<file path="src/pll_clock_defines.svh">
`ifndef PLL_CLOCK_DEFINES_SVH
`define PLL_CLOCK_DEFINES_SVH

// ==========================================================
// Register byte offsets on the APB
`define OFS_LOOP_CONTROL       12'h000
`define OFS_BANDWIDTH_CONTROL  12'h004
`define OFS_LOOP_PROGRAMMING   12'h008

// ==========================================================
// Field positions
`define LC_IRQ_EN_BIT          7
`define LC_FLAG_BIT            6
`define LC_LOOP_ON_BIT         5
`define LC_SRC_SEL_BIT         4
`define BW_AUTO_BIT            7
`define BW_LOCK_BIT            6
`define BW_ACQ_BIT             5
`define BW_XLOSS_BIT           4
`define PG_MUL_MSB             7
`define PG_MUL_LSB             4
`define PG_RANGE_MSB           3
`define PG_RANGE_LSB           0

// ==========================================================
// Reset and fixed values
`define UNUSED_ONES_VALUE      4'hF
`define TEST_BITS_VALUE        4'h0
`define RST_MULTIPLIER         4'h6
`define RST_RANGE              4'h6
`define MUL_ZERO_AS            4'h1

// ==========================================================
// Timing
`define SWITCH_EDGES           2'h3

`endif

</file>
<file path="src/pll_clock_pkg.sv">
package pll_clock_pkg;

  typedef logic [11:0] apb_addr_t;
  typedef logic [31:0] apb_data_t;
  typedef logic [7:0]  reg_byte_t;
  typedef logic [3:0]  nibble_t;

  typedef enum logic [1:0] {
    SEL_LOOP_CONTROL,
    SEL_BANDWIDTH,
    SEL_PROGRAMMING,
    SEL_NONE
  } reg_sel_e;

  typedef enum logic {
    SW_RUN,
    SW_SWITCH
  } switch_state_e;

endpackage

</file>
<file path="src/pll_clock_gen_control.sv">
`timescale 1ns/1ps
`include "pll_clock_defines.svh"


module pll_clock_gen_control (
  input  wire logic                     clk_sys,
  input  wire logic                     srst,
  input  wire pll_clock_pkg::apb_addr_t paddr,
  input  wire logic                     psel,
  input  wire logic                     penable,
  input  wire logic                     pwrite,
  input  wire pll_clock_pkg::apb_data_t pwdata,
  input  wire logic [3:0]               pstrb,
  output logic                          pready,
  output pll_clock_pkg::apb_data_t      prdata,
  output logic                          pslverr,
  input  wire logic                     oscEnableIn,
  input  wire logic                     stopIn,
  input  wire logic                     crystalClockIn,
  input  wire logic                     loopClockIn,
  input  wire logic                     lockDetectIn,
  input  wire logic                     trackDetectIn,
  output logic                          crystalOscEnable,
  output logic                          loopEnable,
  output pll_clock_pkg::nibble_t        feedbackMultiplier,
  output pll_clock_pkg::nibble_t        rangeMultiplier,
  output logic                          filterAutoMode,
  output logic                          filterTrackMode,
  output logic                          crystalClock,
  output logic                          baseClockOut,
  output logic                          lockIrqOut
);
  import pll_clock_pkg::*;

  // ==========================================================
  // Helpers
  function automatic reg_sel_e decodeAddr(input apb_addr_t addr);
    reg_sel_e sel;
    sel = SEL_NONE;
    if (addr == `OFS_LOOP_CONTROL) begin
      sel = SEL_LOOP_CONTROL;
    end else if (addr == `OFS_BANDWIDTH_CONTROL) begin
      sel = SEL_BANDWIDTH;
    end else if (addr == `OFS_LOOP_PROGRAMMING) begin
      sel = SEL_PROGRAMMING;
    end
    return sel;
  endfunction

  function automatic logic rising(input logic prev, input logic cur);
    return cur & ~prev;
  endfunction

  // ==========================================================
  // Declarations
  logic [3:0]    syncMeta_q;
  logic [3:0]    syncOut_q;
  logic [3:0]    syncPrev_q;
  logic          xtalRise;
  logic          loopRise;
  logic          lockToggle;
  reg_sel_e      rdSel_q;
  logic          capFlag_q;
  logic          slvErr_q;
  apb_data_t     prdata_q;
  reg_byte_t     readByte;
  reg_sel_e      accSel;
  logic          accessPhase;
  logic          wrAccess;
  logic          lcWrite;
  logic          bwWrite;
  logic          pgWrite;
  logic          irqEn_q;
  logic          lockFlag_q;
  logic          loopOn_q;
  logic          srcSel_q;
  logic          autoMode_q;
  logic          acqManual_q;
  logic          xloss_q;
  nibble_t       mul_q;
  nibble_t       range_q;
  logic          wantOn;
  logic          wantSel;
  logic          onChange;
  logic          selChange;
  logic          bothChange;
  logic          rangeZero;
  logic          flagClear;
  logic          irqEnVis;
  logic          flagVis;
  logic          lockVis;
  logic          acqVis;
  logic          xlossVis;
  switch_state_e swState_q;
  logic          activeSel_q;
  logic [1:0]    xtalEdges_q;
  logic [1:0]    loopEdges_q;
  logic          baseClock_q;
  logic          selRise;
  logic          xtalDone;
  logic          loopDone;
  logic          crystalOscEnable_q;
  logic          loopEnable_q;
  nibble_t       feedbackMultiplier_q;
  logic          crystalClock_q;
  logic          lockIrq_q;

  // ==========================================================
  // Input synchronisers
  // Clock pins are sampled, so each source must stay below
  // a quarter of clk_sys for its edges to be seen.
  always_ff @(posedge clk_sys) begin
    if (srst) begin
      syncMeta_q <= 4'h0;
      syncOut_q  <= 4'h0;
      syncPrev_q <= 4'h0;
    end else begin
      syncMeta_q <= {trackDetectIn, lockDetectIn,
                     loopClockIn, crystalClockIn};
      syncOut_q  <= syncMeta_q;
      syncPrev_q <= syncOut_q;
    end
  end

  assign xtalRise   = rising(syncPrev_q[0], syncOut_q[0]);
  assign loopRise   = rising(syncPrev_q[1], syncOut_q[1]);
  assign lockToggle = autoMode_q & (syncOut_q[2] ^ syncPrev_q[2]);

  // ==========================================================
  // Visible register values
  assign irqEnVis  = irqEn_q & autoMode_q;
  assign flagVis   = lockFlag_q & autoMode_q;
  assign lockVis   = syncOut_q[2] & autoMode_q;
  assign acqVis    = autoMode_q ? syncOut_q[3] : acqManual_q;
  assign xlossVis  = xloss_q & srcSel_q;
  assign rangeZero = (range_q == 4'h0);

  always_comb begin
    readByte = 8'h00;
    case (decodeAddr(paddr))
      SEL_LOOP_CONTROL: begin
        readByte = {irqEnVis, flagVis, loopOn_q, srcSel_q,
                    `UNUSED_ONES_VALUE};
      end
      SEL_BANDWIDTH: begin
        readByte = {autoMode_q, lockVis, acqVis, xlossVis,
                    `TEST_BITS_VALUE};
      end
      SEL_PROGRAMMING: begin
        readByte = {mul_q, range_q};
      end
      default: begin
        readByte = 8'h00;
      end
    endcase
  end

  // ==========================================================
  // APB slave: zero wait, read data latched in setup
  assign accessPhase = psel & penable;
  assign accSel      = decodeAddr(paddr);
  assign wrAccess    = accessPhase & pwrite & pstrb[0];
  assign lcWrite     = wrAccess & (accSel == SEL_LOOP_CONTROL);
  assign bwWrite     = wrAccess & (accSel == SEL_BANDWIDTH);
  assign pgWrite     = wrAccess & (accSel == SEL_PROGRAMMING);

  always_ff @(posedge clk_sys) begin
    if (srst) begin
      rdSel_q   <= SEL_NONE;
      capFlag_q <= 1'b0;
      slvErr_q  <= 1'b0;
      prdata_q  <= 32'h0000_0000;
    end else if (psel && !penable) begin
      rdSel_q   <= accSel;
      capFlag_q <= readByte[`LC_FLAG_BIT];
      slvErr_q  <= (accSel == SEL_NONE);
      prdata_q  <= {24'h00_0000, readByte};
    end
  end

  assign pready  = 1'b1;
  assign pslverr = accessPhase & slvErr_q;
  assign prdata  = prdata_q;

  // Only a flag the reader actually saw is cleared, so a lock
  // change landing between setup and access is kept.
  assign flagClear = accessPhase & ~pwrite & (rdSel_q == SEL_LOOP_CONTROL)
                     & capFlag_q;

  // ==========================================================
  // Loop control register
  assign wantOn     = pwdata[`LC_LOOP_ON_BIT];
  assign wantSel    = pwdata[`LC_SRC_SEL_BIT];
  assign onChange   = wantOn != loopOn_q;
  assign selChange  = wantSel != srcSel_q;
  assign bothChange = onChange & selChange;

  always_ff @(posedge clk_sys) begin
    if (srst) begin
      irqEn_q <= 1'b0;
    end else if (lcWrite && autoMode_q) begin
      irqEn_q <= pwdata[`LC_IRQ_EN_BIT];
    end
  end

  always_ff @(posedge clk_sys) begin
    if (srst) begin
      lockFlag_q <= 1'b0;
    end else begin
      lockFlag_q <= (lockFlag_q & ~flagClear) | lockToggle;
    end
  end

  always_ff @(posedge clk_sys) begin
    if (srst) begin
      loopOn_q <= 1'b1;
    end else if (lcWrite && onChange && !bothChange) begin
      if (wantOn || !srcSel_q) begin
        loopOn_q <= wantOn;
      end
    end
  end

  always_ff @(posedge clk_sys) begin
    if (srst || stopIn || rangeZero) begin
      srcSel_q <= 1'b0;
    end else if (lcWrite && selChange && !bothChange) begin
      if (!wantSel || loopOn_q) begin
        srcSel_q <= wantSel;
      end
    end
  end

  // ==========================================================
  // Bandwidth control register
  always_ff @(posedge clk_sys) begin
    if (srst) begin
      autoMode_q <= 1'b0;
    end else if (bwWrite) begin
      autoMode_q <= pwdata[`BW_AUTO_BIT];
    end
  end

  always_ff @(posedge clk_sys) begin
    if (srst) begin
      acqManual_q <= 1'b0;
    end else if (bwWrite && !autoMode_q) begin
      acqManual_q <= pwdata[`BW_ACQ_BIT];
    end
  end

  // Armed by writing one while srcSel_q is set; any rising crystal edge since then clears
  // it, so after the wait a one means no reference.
  always_ff @(posedge clk_sys) begin
    if (srst || !srcSel_q) begin
      xloss_q <= 1'b0;
    end else if (bwWrite && pwdata[`BW_XLOSS_BIT]) begin
      xloss_q <= 1'b1;
    end else if (xtalRise) begin
      xloss_q <= 1'b0;
    end
  end

  // ==========================================================
  // Programming register
  always_ff @(posedge clk_sys) begin
    if (srst) begin
      mul_q <= `RST_MULTIPLIER;
    end else if (pgWrite && !loopOn_q) begin
      mul_q <= pwdata[`PG_MUL_MSB:`PG_MUL_LSB];
    end
  end

  always_ff @(posedge clk_sys) begin
    if (srst) begin
      range_q <= `RST_RANGE;
    end else if (pgWrite && !loopOn_q) begin
      range_q <= pwdata[`PG_RANGE_MSB:`PG_RANGE_LSB];
    end
  end

  // ==========================================================
  // Base clock selector
  assign selRise  = activeSel_q ? loopRise : xtalRise;
  assign xtalDone = (xtalEdges_q == `SWITCH_EDGES);
  // A stopped loop gives no edges; do not wait on it forever
  assign loopDone = (loopEdges_q == `SWITCH_EDGES) | ~loopEnable_q;

  always_ff @(posedge clk_sys) begin
    if (srst || stopIn) begin
      swState_q   <= SW_RUN;
      activeSel_q <= 1'b0;
      xtalEdges_q <= 2'h0;
      loopEdges_q <= 2'h0;
      baseClock_q <= 1'b0;
    end else begin
      case (swState_q)
        SW_RUN: begin
          xtalEdges_q <= 2'h0;
          loopEdges_q <= 2'h0;
          if (activeSel_q != srcSel_q) begin
            swState_q <= SW_SWITCH;
          end else if (selRise) begin
            baseClock_q <= ~baseClock_q;
          end
        end
        SW_SWITCH: begin
          if (xtalRise && !xtalDone) begin
            xtalEdges_q <= xtalEdges_q + 2'h1;
          end
          if (loopRise && !loopDone) begin
            loopEdges_q <= loopEdges_q + 2'h1;
          end
          if (xtalDone && loopDone) begin
            activeSel_q <= srcSel_q;
            swState_q   <= SW_RUN;
          end
        end
        default: begin
          swState_q <= SW_RUN;
        end
      endcase
    end
  end

  // ==========================================================
  // Outputs toward oscillator, loop and CPU
  // Stop and oscEnableIn both gate the generator; stop also forces crystalClock and lockIrqOut low.
  always_ff @(posedge clk_sys) begin
    if (srst) begin
      crystalOscEnable_q <= 1'b0;
      loopEnable_q       <= 1'b0;
    end else begin
      crystalOscEnable_q <= oscEnableIn & ~stopIn;
      loopEnable_q       <= oscEnableIn & ~stopIn & loopOn_q
                            & ~rangeZero;
    end
  end

  always_ff @(posedge clk_sys) begin
    if (srst) begin
      feedbackMultiplier_q <= `RST_MULTIPLIER;
    end else if (mul_q == 4'h0) begin
      feedbackMultiplier_q <= `MUL_ZERO_AS;
    end else begin
      feedbackMultiplier_q <= mul_q;
    end
  end

  always_ff @(posedge clk_sys) begin
    if (srst) begin
      crystalClock_q <= 1'b0;
      lockIrq_q      <= 1'b0;
    end else begin
      crystalClock_q <= syncOut_q[0] & ~stopIn;
      lockIrq_q      <= flagVis & irqEnVis & ~stopIn;
    end
  end

  assign crystalOscEnable   = crystalOscEnable_q;
  assign loopEnable         = loopEnable_q;
  assign feedbackMultiplier = feedbackMultiplier_q;
  assign rangeMultiplier    = range_q;
  assign filterAutoMode     = autoMode_q;
  assign filterTrackMode    = acqManual_q;
  assign crystalClock       = crystalClock_q;
  assign baseClockOut       = baseClock_q;
  assign lockIrqOut         = lockIrq_q;

endmodule

</file>
<file path="config.mk">
export PLATFORM = sky130hd
export DESIGN_NAME = pll_clock_gen_control
export DESIGN_NICKNAME = d
export VERILOG_FILES = /design/src/pll_clock_pkg.sv /design/src/pll_clock_gen_control.sv
export VERILOG_INCLUDE_DIRS = /design/src /design/src/src
export SDC_FILE = /design/constraint.sdc
export NUM_CORES = 1
export LEC_CHECK = 0
export BUFFER_PORTS_ARGS = -buffer_cell sky130_fd_sc_hd__buf_2
export CAP_MARGIN = 20
export CELL_PAD_IN_SITES_DETAIL_PLACEMENT = 0
export CELL_PAD_IN_SITES_GLOBAL_PLACEMENT = 1
export CORE_AREA = 2 2 92 94
export DETAILED_ROUTE_END_ITERATION = 10
export DIE_AREA = 0 0 94 96
export PLACE_DENSITY = 0.84
export SYNTH_ARGS = -nofsm -noshare
export SYNTH_HDL_FRONTEND = slang
export SYNTH_SLANG_ARGS = --single-unit
</file>
<file path="constraint.sdc">
create_clock -name clk_sys -period 1.3 [get_ports clk_sys]
set_input_delay 0.195 -clock clk_sys [delete_from_list [all_inputs] [get_ports clk_sys]]
set_output_delay 0.195 -clock clk_sys [all_outputs]
set_load 0.02 [all_outputs]
</file>
==> metrics.txt, run 1 <==
# TYPE chip_impl_metric gauge
chip_impl_metric{name="fp.dieH",unit="um"} 96
chip_impl_metric{name="cts_buffers",unit=""} 5
chip_impl_metric{name="synth.mux.area_fraction",unit=""} 0.02574
chip_impl_metric{name="post_route_cells_drive_above_1_share",unit=""} 0.3003
chip_impl_metric{name="clk_pin_slew",unit="ps"} 90
chip_impl_metric{name="via_count",unit=""} 1949
chip_impl_metric{name="cts.path.max_buffers",unit=""} 2
chip_impl_metric{name="dr.pass1.iters",unit=""} 4
chip_impl_metric{name="htree_levels",unit=""} 2
chip_impl_metric{name="drt_first_iter_violations",unit=""} 69
chip_impl_metric{name="async_reset_ff_frac",unit=""} 0
chip_impl_metric{name="yosys.area_share.adder",unit=""} 0.01072
chip_impl_metric{name="width_of_the_die",unit="um"} 94
chip_impl_metric{name="cts_hold_buf",unit=""} 0
chip_impl_metric{name="num-fill-cells",unit=""} 853
chip_impl_metric{name="synth.ff_latch_count",unit=""} 52
chip_impl_metric{name="fin_setup_tns",unit="ps"} 0
chip_impl_metric{name="post_synth_inst_count",unit=""} 260
chip_impl_metric{name="worst_clock_skew",unit="ps"} 6.668
chip_impl_info{name="netlist_top_cells_count",value="52 x sky130_fd_sc_hd__dfxtp_1, 28 x sky130_fd_sc_hd__nor2_1, 27 x sky130_fd_sc_hd__buf_4, 16 x sky130_fd_sc_hd__a21oi_1, 14 x sky130_fd_sc_hd__nor2b_1"} 1
chip_impl_info{name="timing.hold.worst.class",value="input port to flip-flop"} 1
chip_impl_info{name="yosysTopAreaCell",value="sky130_fd_sc_hd__dfxtp_1"} 1
chip_impl_metric{name="drt_wl_total",unit="um"} 5325
chip_impl_metric{name="multiInputGateArea",unit="um2"} 1152
chip_impl_metric{name="synth-compound-area-share",unit=""} 0.1180
chip_impl_metric{name="setup_viol_count_final",unit=""} 0
chip_impl_metric{name="timing.critical_path.fanout_max",unit=""} 3
chip_impl_info{name="worstHoldStart",value="lockDetectIn"} 1
chip_impl_metric{name="maxCapViolations",unit=""} 0
chip_impl_metric{name="clkSinkCount",unit=""} 52
chip_impl_metric{name="post-route-drc-count",unit=""} 0
chip_impl_metric{name="synthToLayoutAreaGrowth",unit="%"} 23.38
chip_impl_metric{name="layout_min_cycle_time",unit="ps"} 1263
chip_impl_metric{name="timing.critical_path.required",unit="ps"} 1500
chip_impl_metric{name="number_of_library_cell_types_mapped_by_synthesis",unit=""} 44
chip_impl_info{name="largest_family_of_logic_cells_by_synthesized_area",value="simple AND/OR/NAND/NOR gates"} 1
chip_impl_metric{name="post-dp-hpwl",unit="um"} 4163
chip_impl_metric{name="worst_supply_voltage_drop_on_vdd",unit="uV"} 554.2
chip_impl_metric{name="clock.fmax",unit="MHz"} 791.5
chip_impl_info{name="top_ff_cell_synth",value="sky130_fd_sc_hd__dfxtp_1"} 1
chip_impl_metric{name="r2r.worst_path.cells",unit=""} 4
chip_impl_info{name="critical_path.reg2reg.endpoint",value="baseClockOut$_SDFFE_PP0P_"} 1
chip_impl_metric{name="global_route_wire_length_before_repair",unit="um"} 8328
chip_impl_metric{name="viasPerCell",unit=""} 4.450
chip_impl_metric{name="gr-usage-all-layers",unit=""} 0.1191
chip_impl_metric{name="clock_insertion_delay_worst_skew",unit="ps"} 300
chip_impl_metric{name="postSynthAreaPerCell",unit="um2"} 8.975
chip_impl_metric{name="utilization",unit=""} 0.3576
chip_impl_metric{name="power_per_cell_area",unit="nW/um2"} 970.2
chip_impl_metric{name="core",unit="um2"} 8051
chip_impl_metric{name="final_design_area_no_fill",unit="um2"} 2879
chip_impl_metric{name="floorplan.io_pins",unit=""} 108
chip_impl_metric{name="regArea",unit="um2"} 1044
chip_impl_info{name="start_to_end_type_of_the_worst_setup_path",value="flip-flop to flip-flop"} 1
chip_impl_info{name="crit-reg2reg-launch",value="srcSel_q$_SDFFE_PP0P_"} 1
chip_impl_metric{name="synth_enable_flop_cells",unit=""} 0
chip_impl_metric{name="dieArea",unit="um2"} 9024
chip_impl_metric{name="worst_reg2reg_setup_slack",unit="ps"} 40
chip_impl_info{name="root_buffer",value="sky130_fd_sc_hd__clkbuf_8"} 1
chip_impl_metric{name="post_synth_and_or_nand_nor_area_fraction",unit=""} 0.2654
chip_impl_metric{name="effective_utilization_at_floorplan",unit=""} 0.2898
chip_impl_info{name="critPathCaptureType",value="flip-flop"} 1
chip_impl_metric{name="antenna_violating_nets_post_route",unit=""} 0
chip_impl_metric{name="synth_xor_xnor_area_share",unit=""} 0.02252
chip_impl_metric{name="final.setup.worst_slack",unit="ps"} 36.57
chip_impl_metric{name="total_power",unit="mW"} 2.793
chip_impl_metric{name="slew_violations",unit=""} 0
chip_impl_metric{name="ys.warnings.count",unit=""} 0
chip_impl_info{name="min_to",value="syncMeta_q[2]$_SDFF_PP0_"} 1
chip_impl_metric{name="placement.cell_area",unit="um2"} 2774
chip_impl_metric{name="synth_area",unit="um2"} 2333
chip_impl_info{name="start_kind",value="flip-flop"} 1
chip_impl_metric{name="gr-total-overflow",unit=""} 0
chip_impl_metric{name="place.port_buffers",unit=""} 55
chip_impl_metric{name="timing.hold.worst_path_depth",unit=""} 2
chip_impl_metric{name="p_leak",unit="nW"} 1.216
chip_impl_info{name="synth.area.top_cells",value="sky130_fd_sc_hd__dfxtp_1 45%, sky130_fd_sc_hd__buf_4 8.7%, sky130_fd_sc_hd__nor2_1 4.5%, sky130_fd_sc_hd__nor2b_1 3.8%, sky130_fd_sc_hd__a21oi_1 3.4%"} 1
chip_impl_metric{name="post-synth-top-area-fraction",unit=""} 0.4461
chip_impl_metric{name="detail_route.wl_per_cell",unit="um"} 12.16
chip_impl_metric{name="grt_antenna_before_repair",unit=""} 0
chip_impl_metric{name="place_worst_setup_slack",unit="ps"} -216.9
chip_impl_metric{name="seq_area_frac_synth",unit=""} 0.4461
chip_impl_metric{name="timing.final.hold_violations",unit=""} 0
chip_impl_info{name="grt_setup_unrepaired",value="true"} 1
chip_impl_metric{name="timing.critical_path.arrival",unit="ps"} 1470
chip_impl_info{name="run_status",value="finished, final reports clean"} 1
chip_impl_metric{name="rows",unit=""} 33
chip_impl_metric{name="first_global_vias",unit=""} 1792
chip_impl_metric{name="grt_max_degree",unit=""} 16
chip_impl_info{name="tritoncts",value="done"} 1
chip_impl_metric{name="layout_worst_path_cycle_share",unit=""} 0.9719
chip_impl_metric{name="gp_congestion",unit=""} 0.8117
chip_impl_metric{name="antenna-diode-count",unit=""} 0
chip_impl_info{name="post-synth-top-count-cell",value="sky130_fd_sc_hd__dfxtp_1"} 1
chip_impl_metric{name="final_nets",unit=""} 394
## placed cells by master (no fill, tap or decap), drive strengths merged, types with 5 or more instances in the layout
cell    synthesis  layout
nor2b          14      14
o21ai          16      16
nor3            7       7
mux2i           6       6
nor4            6       6
conb            2      25
clkbuf          7       5
buf            29      79
nand3          11      11
a21oi          16      16
nor2           28      28
nand2          10      10
dfxtp          52      52
nand2b          8       8
## what timing repair did
item                                    CTS  global route
endpoints found under the setup margin    2             3
setup buffers                             0             0
pin swaps                                 2             1
gates resized for setup                   5             1
endpoints found under the hold margin     0             0
## routing by layer
layer,track usage,wire [um],vias to the layer above
li1,-,-,999
met1,0.1479,2470,881
met2,0.1982,2443,59
met3,0.03994,346,10
met4,0.03261,64,0
met5,0,0,-
## per-stage QoR
| step | hold slack, ps | std cells |
|---|---|---|
| final | 98.58 | 438 |
| after global routing | 95.45 | 438 |
| after global placement | 408.0 | 431 |
| after CTS | 91.19 | 438 |
| after floorplan | 272.4 | 283 |
| after detailed placement | 406.7 | 431 |
## state kept, by name, summed over array words and instances (netlist names), 2 cells and up
register	count
feedbackMultiplier	4
rdSel_q	2
syncMeta_q	4
prdata	8
mul_q	4
syncPrev_q	3
loopEdges_q	2
rangeMultiplier	4
syncOut_q	4
xtalEdges_q	2
## critical path, stage by stage, from the launching register on
cell and delay, ps:
sky130_fd_sc_hd__dfxtp_2 340, sky130_fd_sc_hd__or4b_4 510, sky130_fd_sc_hd__a21oi_2 140, sky130_fd_sc_hd__xnor2_1 120
sky130_fd_sc_hd__nor3_1 50
## report_power, final
group	switching [mW]	total (mW)	internal [mW]
registers	0.00852	1.62	1.61
logic	0.183	0.285	0.103
clock network	0.522	0.888	0.366
## kinds of logic after synthesis
group | after synthesis
and+or+nand+nor | 107
muxes | 6
xor gates and xnor gates | 6
AOI/OAI and AO/OA | 45
adders and majority gates | 2
buffers and inverters | 40
DFF | 52
other | 2
## how the worst max path moves through the flow
stage                           startpoint                     endpoint  slack (ps)  depth (start not counted)
4_1_cts        loopEdges_q[0]$_SDFFE_PP0P_  loopEdges_q[1]$_SDFFE_PP0P_          10                          5
2_1_floorplan                     paddr[4]       prdata[0]$_SDFFE_PP0P_         -20                          4
6_report             srcSel_q$_SDFFE_PP0P_    baseClockOut$_SDFFE_PP0P_          40                          4
3_5_place_dp                      paddr[7]       prdata[3]$_SDFFE_PP0P_        -220                          6
5_1_grt        loopEdges_q[0]$_SDFFE_PP0P_  loopEdges_q[1]$_SDFFE_PP0P_         -30                          5
3_3_place_gp                      paddr[4]       prdata[2]$_SDFFE_PP0P_        -200                          6
## layout make-up
class	instances	share of cell area
Sequential cell	52	0.3625
Tap cell	105	0.04563
Multi-Input combinational cell	191	0.4003
Timing Repair Buffer	79	0.1582
Clock buffer	5	0.02390
Inverter	4	0.005215
Clock inverter	2	0.004346
(Power assumes the default switching activity.)
==> run 2, diff against run 1 <==
--- a/config.mk
+++ b/config.mk
@@ -8,12 +8,11 @@
 export LEC_CHECK = 0
 export BUFFER_PORTS_ARGS = -buffer_cell sky130_fd_sc_hd__buf_2
 export CAP_MARGIN = 20
-export CELL_PAD_IN_SITES_DETAIL_PLACEMENT = 0
-export CELL_PAD_IN_SITES_GLOBAL_PLACEMENT = 1
-export CORE_AREA = 2 2 92 94
+export CORE_AREA = 2 2 80 82
 export DETAILED_ROUTE_END_ITERATION = 10
-export DIE_AREA = 0 0 94 96
-export PLACE_DENSITY = 0.84
+export DIE_AREA = 0 0 82 84
+export PLACE_DENSITY = 0.81
 export SYNTH_ARGS = -nofsm -noshare
 export SYNTH_HDL_FRONTEND = slang
 export SYNTH_SLANG_ARGS = --single-unit
+export TNS_END_PERCENT = 100
==> metrics.txt, run 2 (synthesis gave the netlist of run 1 again) <==
# TYPE chip_impl_metric gauge
chip_impl_metric{name="core",unit="um2"} 6096
chip_impl_metric{name="power_per_cell_area",unit="nW/um2"} 1096
chip_impl_info{name="timing.hold.worst.class",value="input port to flip-flop"} 1
chip_impl_metric{name="drt_first_iter_violations",unit=""} 181
chip_impl_metric{name="viasPerCell",unit=""} 4.785
chip_impl_metric{name="width_of_the_die",unit="um"} 82
chip_impl_metric{name="gr-total-overflow",unit=""} 0
chip_impl_info{name="start_kind",value="flip-flop"} 1
chip_impl_metric{name="post_route_cells_drive_above_1_share",unit=""} 0.3003
chip_impl_metric{name="clkSinkCount",unit=""} 52
chip_impl_metric{name="antenna-diode-count",unit=""} 0
chip_impl_metric{name="final.setup.worst_slack",unit="ps"} -1.307
chip_impl_metric{name="timing.critical_path.fanout_max",unit=""} 2
chip_impl_metric{name="clock.fmax",unit="MHz"} 768.5
chip_impl_info{name="start_to_end_type_of_the_worst_setup_path",value="flip-flop to flip-flop"} 1
chip_impl_metric{name="drt_wl_total",unit="um"} 5090
chip_impl_metric{name="grt_antenna_before_repair",unit=""} 0
chip_impl_metric{name="worst_supply_voltage_drop_on_vdd",unit="uV"} 817.6
chip_impl_metric{name="layout_min_cycle_time",unit="ps"} 1301
chip_impl_metric{name="share_seq_of_total_power",unit=""} 0.511
chip_impl_metric{name="fp.dieH",unit="um"} 84
chip_impl_metric{name="dr.pass1.iters",unit=""} 4
chip_impl_metric{name="via_count",unit=""} 1962
chip_impl_info{name="root_buffer",value="sky130_fd_sc_hd__clkbuf_8"} 1
chip_impl_metric{name="cts_hold_buf",unit=""} 0
chip_impl_metric{name="grt_max_degree",unit=""} 16
chip_impl_metric{name="synthToLayoutAreaGrowth",unit="%"} 23.91
chip_impl_info{name="critPathCaptureType",value="flip-flop"} 1
chip_impl_metric{name="rows",unit=""} 29
chip_impl_metric{name="clk_pin_slew",unit="ps"} 90
chip_impl_metric{name="gp_congestion",unit=""} 0.8726
chip_impl_metric{name="floorplan.io_pins",unit=""} 108
chip_impl_metric{name="place.port_buffers",unit=""} 55
chip_impl_metric{name="timing.final.hold_violations",unit=""} 0
chip_impl_metric{name="clockPowerShare",unit=""} 0.401
chip_impl_metric{name="largest_register_ffs",unit=""} 8
chip_impl_metric{name="maxCapViolations",unit=""} 0
chip_impl_metric{name="p_leak",unit="nW"} 1.242
chip_impl_metric{name="post-route-drc-count",unit=""} 0
chip_impl_metric{name="utilization",unit=""} 0.4743
chip_impl_metric{name="power.combinational.fraction",unit=""} 0.088
chip_impl_metric{name="cell_internal_pwr",unit="mW"} 2.469
chip_impl_info{name="grt_setup_unrepaired",value="true"} 1
chip_impl_metric{name="antenna_violating_nets_post_route",unit=""} 0
chip_impl_metric{name="cts.path.max_buffers",unit=""} 2
chip_impl_info{name="mostFrequentLayoutCell",value="sky130_fd_sc_hd__buf_2"} 1
chip_impl_info{name="tritoncts",value="done"} 1
chip_impl_metric{name="first_global_vias",unit=""} 1810
chip_impl_metric{name="detail_route.wl_per_cell",unit="um"} 12.41
chip_impl_metric{name="layout_worst_path_cycle_share",unit=""} 1.001
chip_impl_metric{name="setup_viol_count_final",unit=""} 1
chip_impl_metric{name="effective_utilization_at_floorplan",unit=""} 0.3828
chip_impl_metric{name="global_route_wire_length_before_repair",unit="um"} 8252
chip_impl_metric{name="timing.critical_path.arrival",unit="ps"} 1500
chip_impl_metric{name="dieArea",unit="um2"} 6888
chip_impl_metric{name="final_design_area_no_fill",unit="um2"} 2892
chip_impl_metric{name="placement.cell_area",unit="um2"} 2731
chip_impl_info{name="commonest_cells_after_routing_fill_and_taps_aside",value="55 x sky130_fd_sc_hd__buf_2, 50 x sky130_fd_sc_hd__dfxtp_1, 28 x sky130_fd_sc_hd__nor2_1"} 1
chip_impl_metric{name="final_nets",unit=""} 394
chip_impl_metric{name="timing.critical_path.required",unit="ps"} 1500
chip_impl_metric{name="switching_power",unit="mW"} 0.7003
chip_impl_info{name="failed_checks",value="setup timing"} 1
chip_impl_metric{name="post-dp-hpwl",unit="um"} 4024
chip_impl_metric{name="cts_buffers",unit=""} 5
chip_impl_metric{name="htree_levels",unit=""} 2
chip_impl_metric{name="netSwitchingFraction",unit=""} 0.2210
chip_impl_metric{name="worst_clock_skew",unit="ps"} 10.78
chip_impl_metric{name="gr-usage-all-layers",unit=""} 0.1534
chip_impl_info{name="run_status",value="finished with violations"} 1
chip_impl_metric{name="num-fill-cells",unit=""} 588
chip_impl_metric{name="clock_insertion_delay_worst_skew",unit="ps"} 300
chip_impl_metric{name="slew_violations",unit=""} 0
-- run 2: layer usage --
metal  vias to the layer above  GRT usage  routed length (um)
met1                       880     0.1884                2128
met3                        10    0.03463                 399
li1                        998          -                   -
met5                         -          0                   0
met4                         0    0.05606                 121
met2                        74     0.2572                2440
-- run 2: area by class of cell --
class / instances / area, um2 / area share
Inverter: 4 / 15.01 / 0.005193
Clock inverter: 2 / 60.06 / 0.02077
Sequential cell: 52 / 1044 / 0.3609
Tap cell: 77 / 96.34 / 0.03332
Timing Repair Buffer: 79 / 455.4 / 0.1575
Clock buffer: 5 / 68.82 / 0.02380
Multi-Input combinational cell: 191 / 1152 / 0.3985
-- run 2: worst max-delay path, cell delays in order (launching register included) --
cell and delay [ps]:
sky130_fd_sc_hd__dfxtp_2 330, sky130_fd_sc_hd__or4b_4 530, sky130_fd_sc_hd__a21oi_2 150, sky130_fd_sc_hd__xnor2_1 130, sky130_fd_sc_hd__nor3_1 60
-- run 2: per-stage QoR --
step                total power, mW  TNS [ps]  setup WS [ps]  instances  hold WS (ps)
floorplan                     1.871    -68.96         -17.24        283         272.4
global placement              1.926     -2198         -173.5        402         400.8
detailed placement            1.931     -2427         -187.5        402         410.5
CTS                           3.194    -9.620         -9.620        409         87.96
global route                  3.290    -81.24         -81.24        410         95.48
finish                        3.169    -1.307         -1.307        410         98.46
-- run 2: what timing repair did --
action | CTS | global route
pin swaps | 2 | 1
gates resized for setup | 3 | 3
endpoints found under the setup margin | 1 | 3
buffers inserted | 0 | 1
-- run 2: path summary, 6_finish.rpt --
kind | start | endpoint | slack (ps) | cells after the start
worst min-delay path | loopClockIn | syncMeta_q[1]$_SDFF_PP0_ | 100 | 2
worst min register to register | syncMeta_q[2]$_SDFF_PP0_ | syncOut_q[2]$_SDFF_PP0_ | 440 | 1
worst max-delay path | activeSel_q$_SDFFE_PP0P_ | baseClockOut$_SDFFE_PP0P_ | -1 | 4
worst max register to register | activeSel_q$_SDFFE_PP0P_ | baseClockOut$_SDFFE_PP0P_ | -1 | 4
-- run 2: power by group through the flow --
stage                     logic (mW)  registers, mW  clock network, mW
after floorplan                0.211           1.66                  0
after global placement         0.271           1.66                  0
after detailed placement       0.274           1.66                  0
after CTS                      0.277           1.62               1.30
after global routing           0.307           1.62               1.36
final                          0.279           1.62               1.27
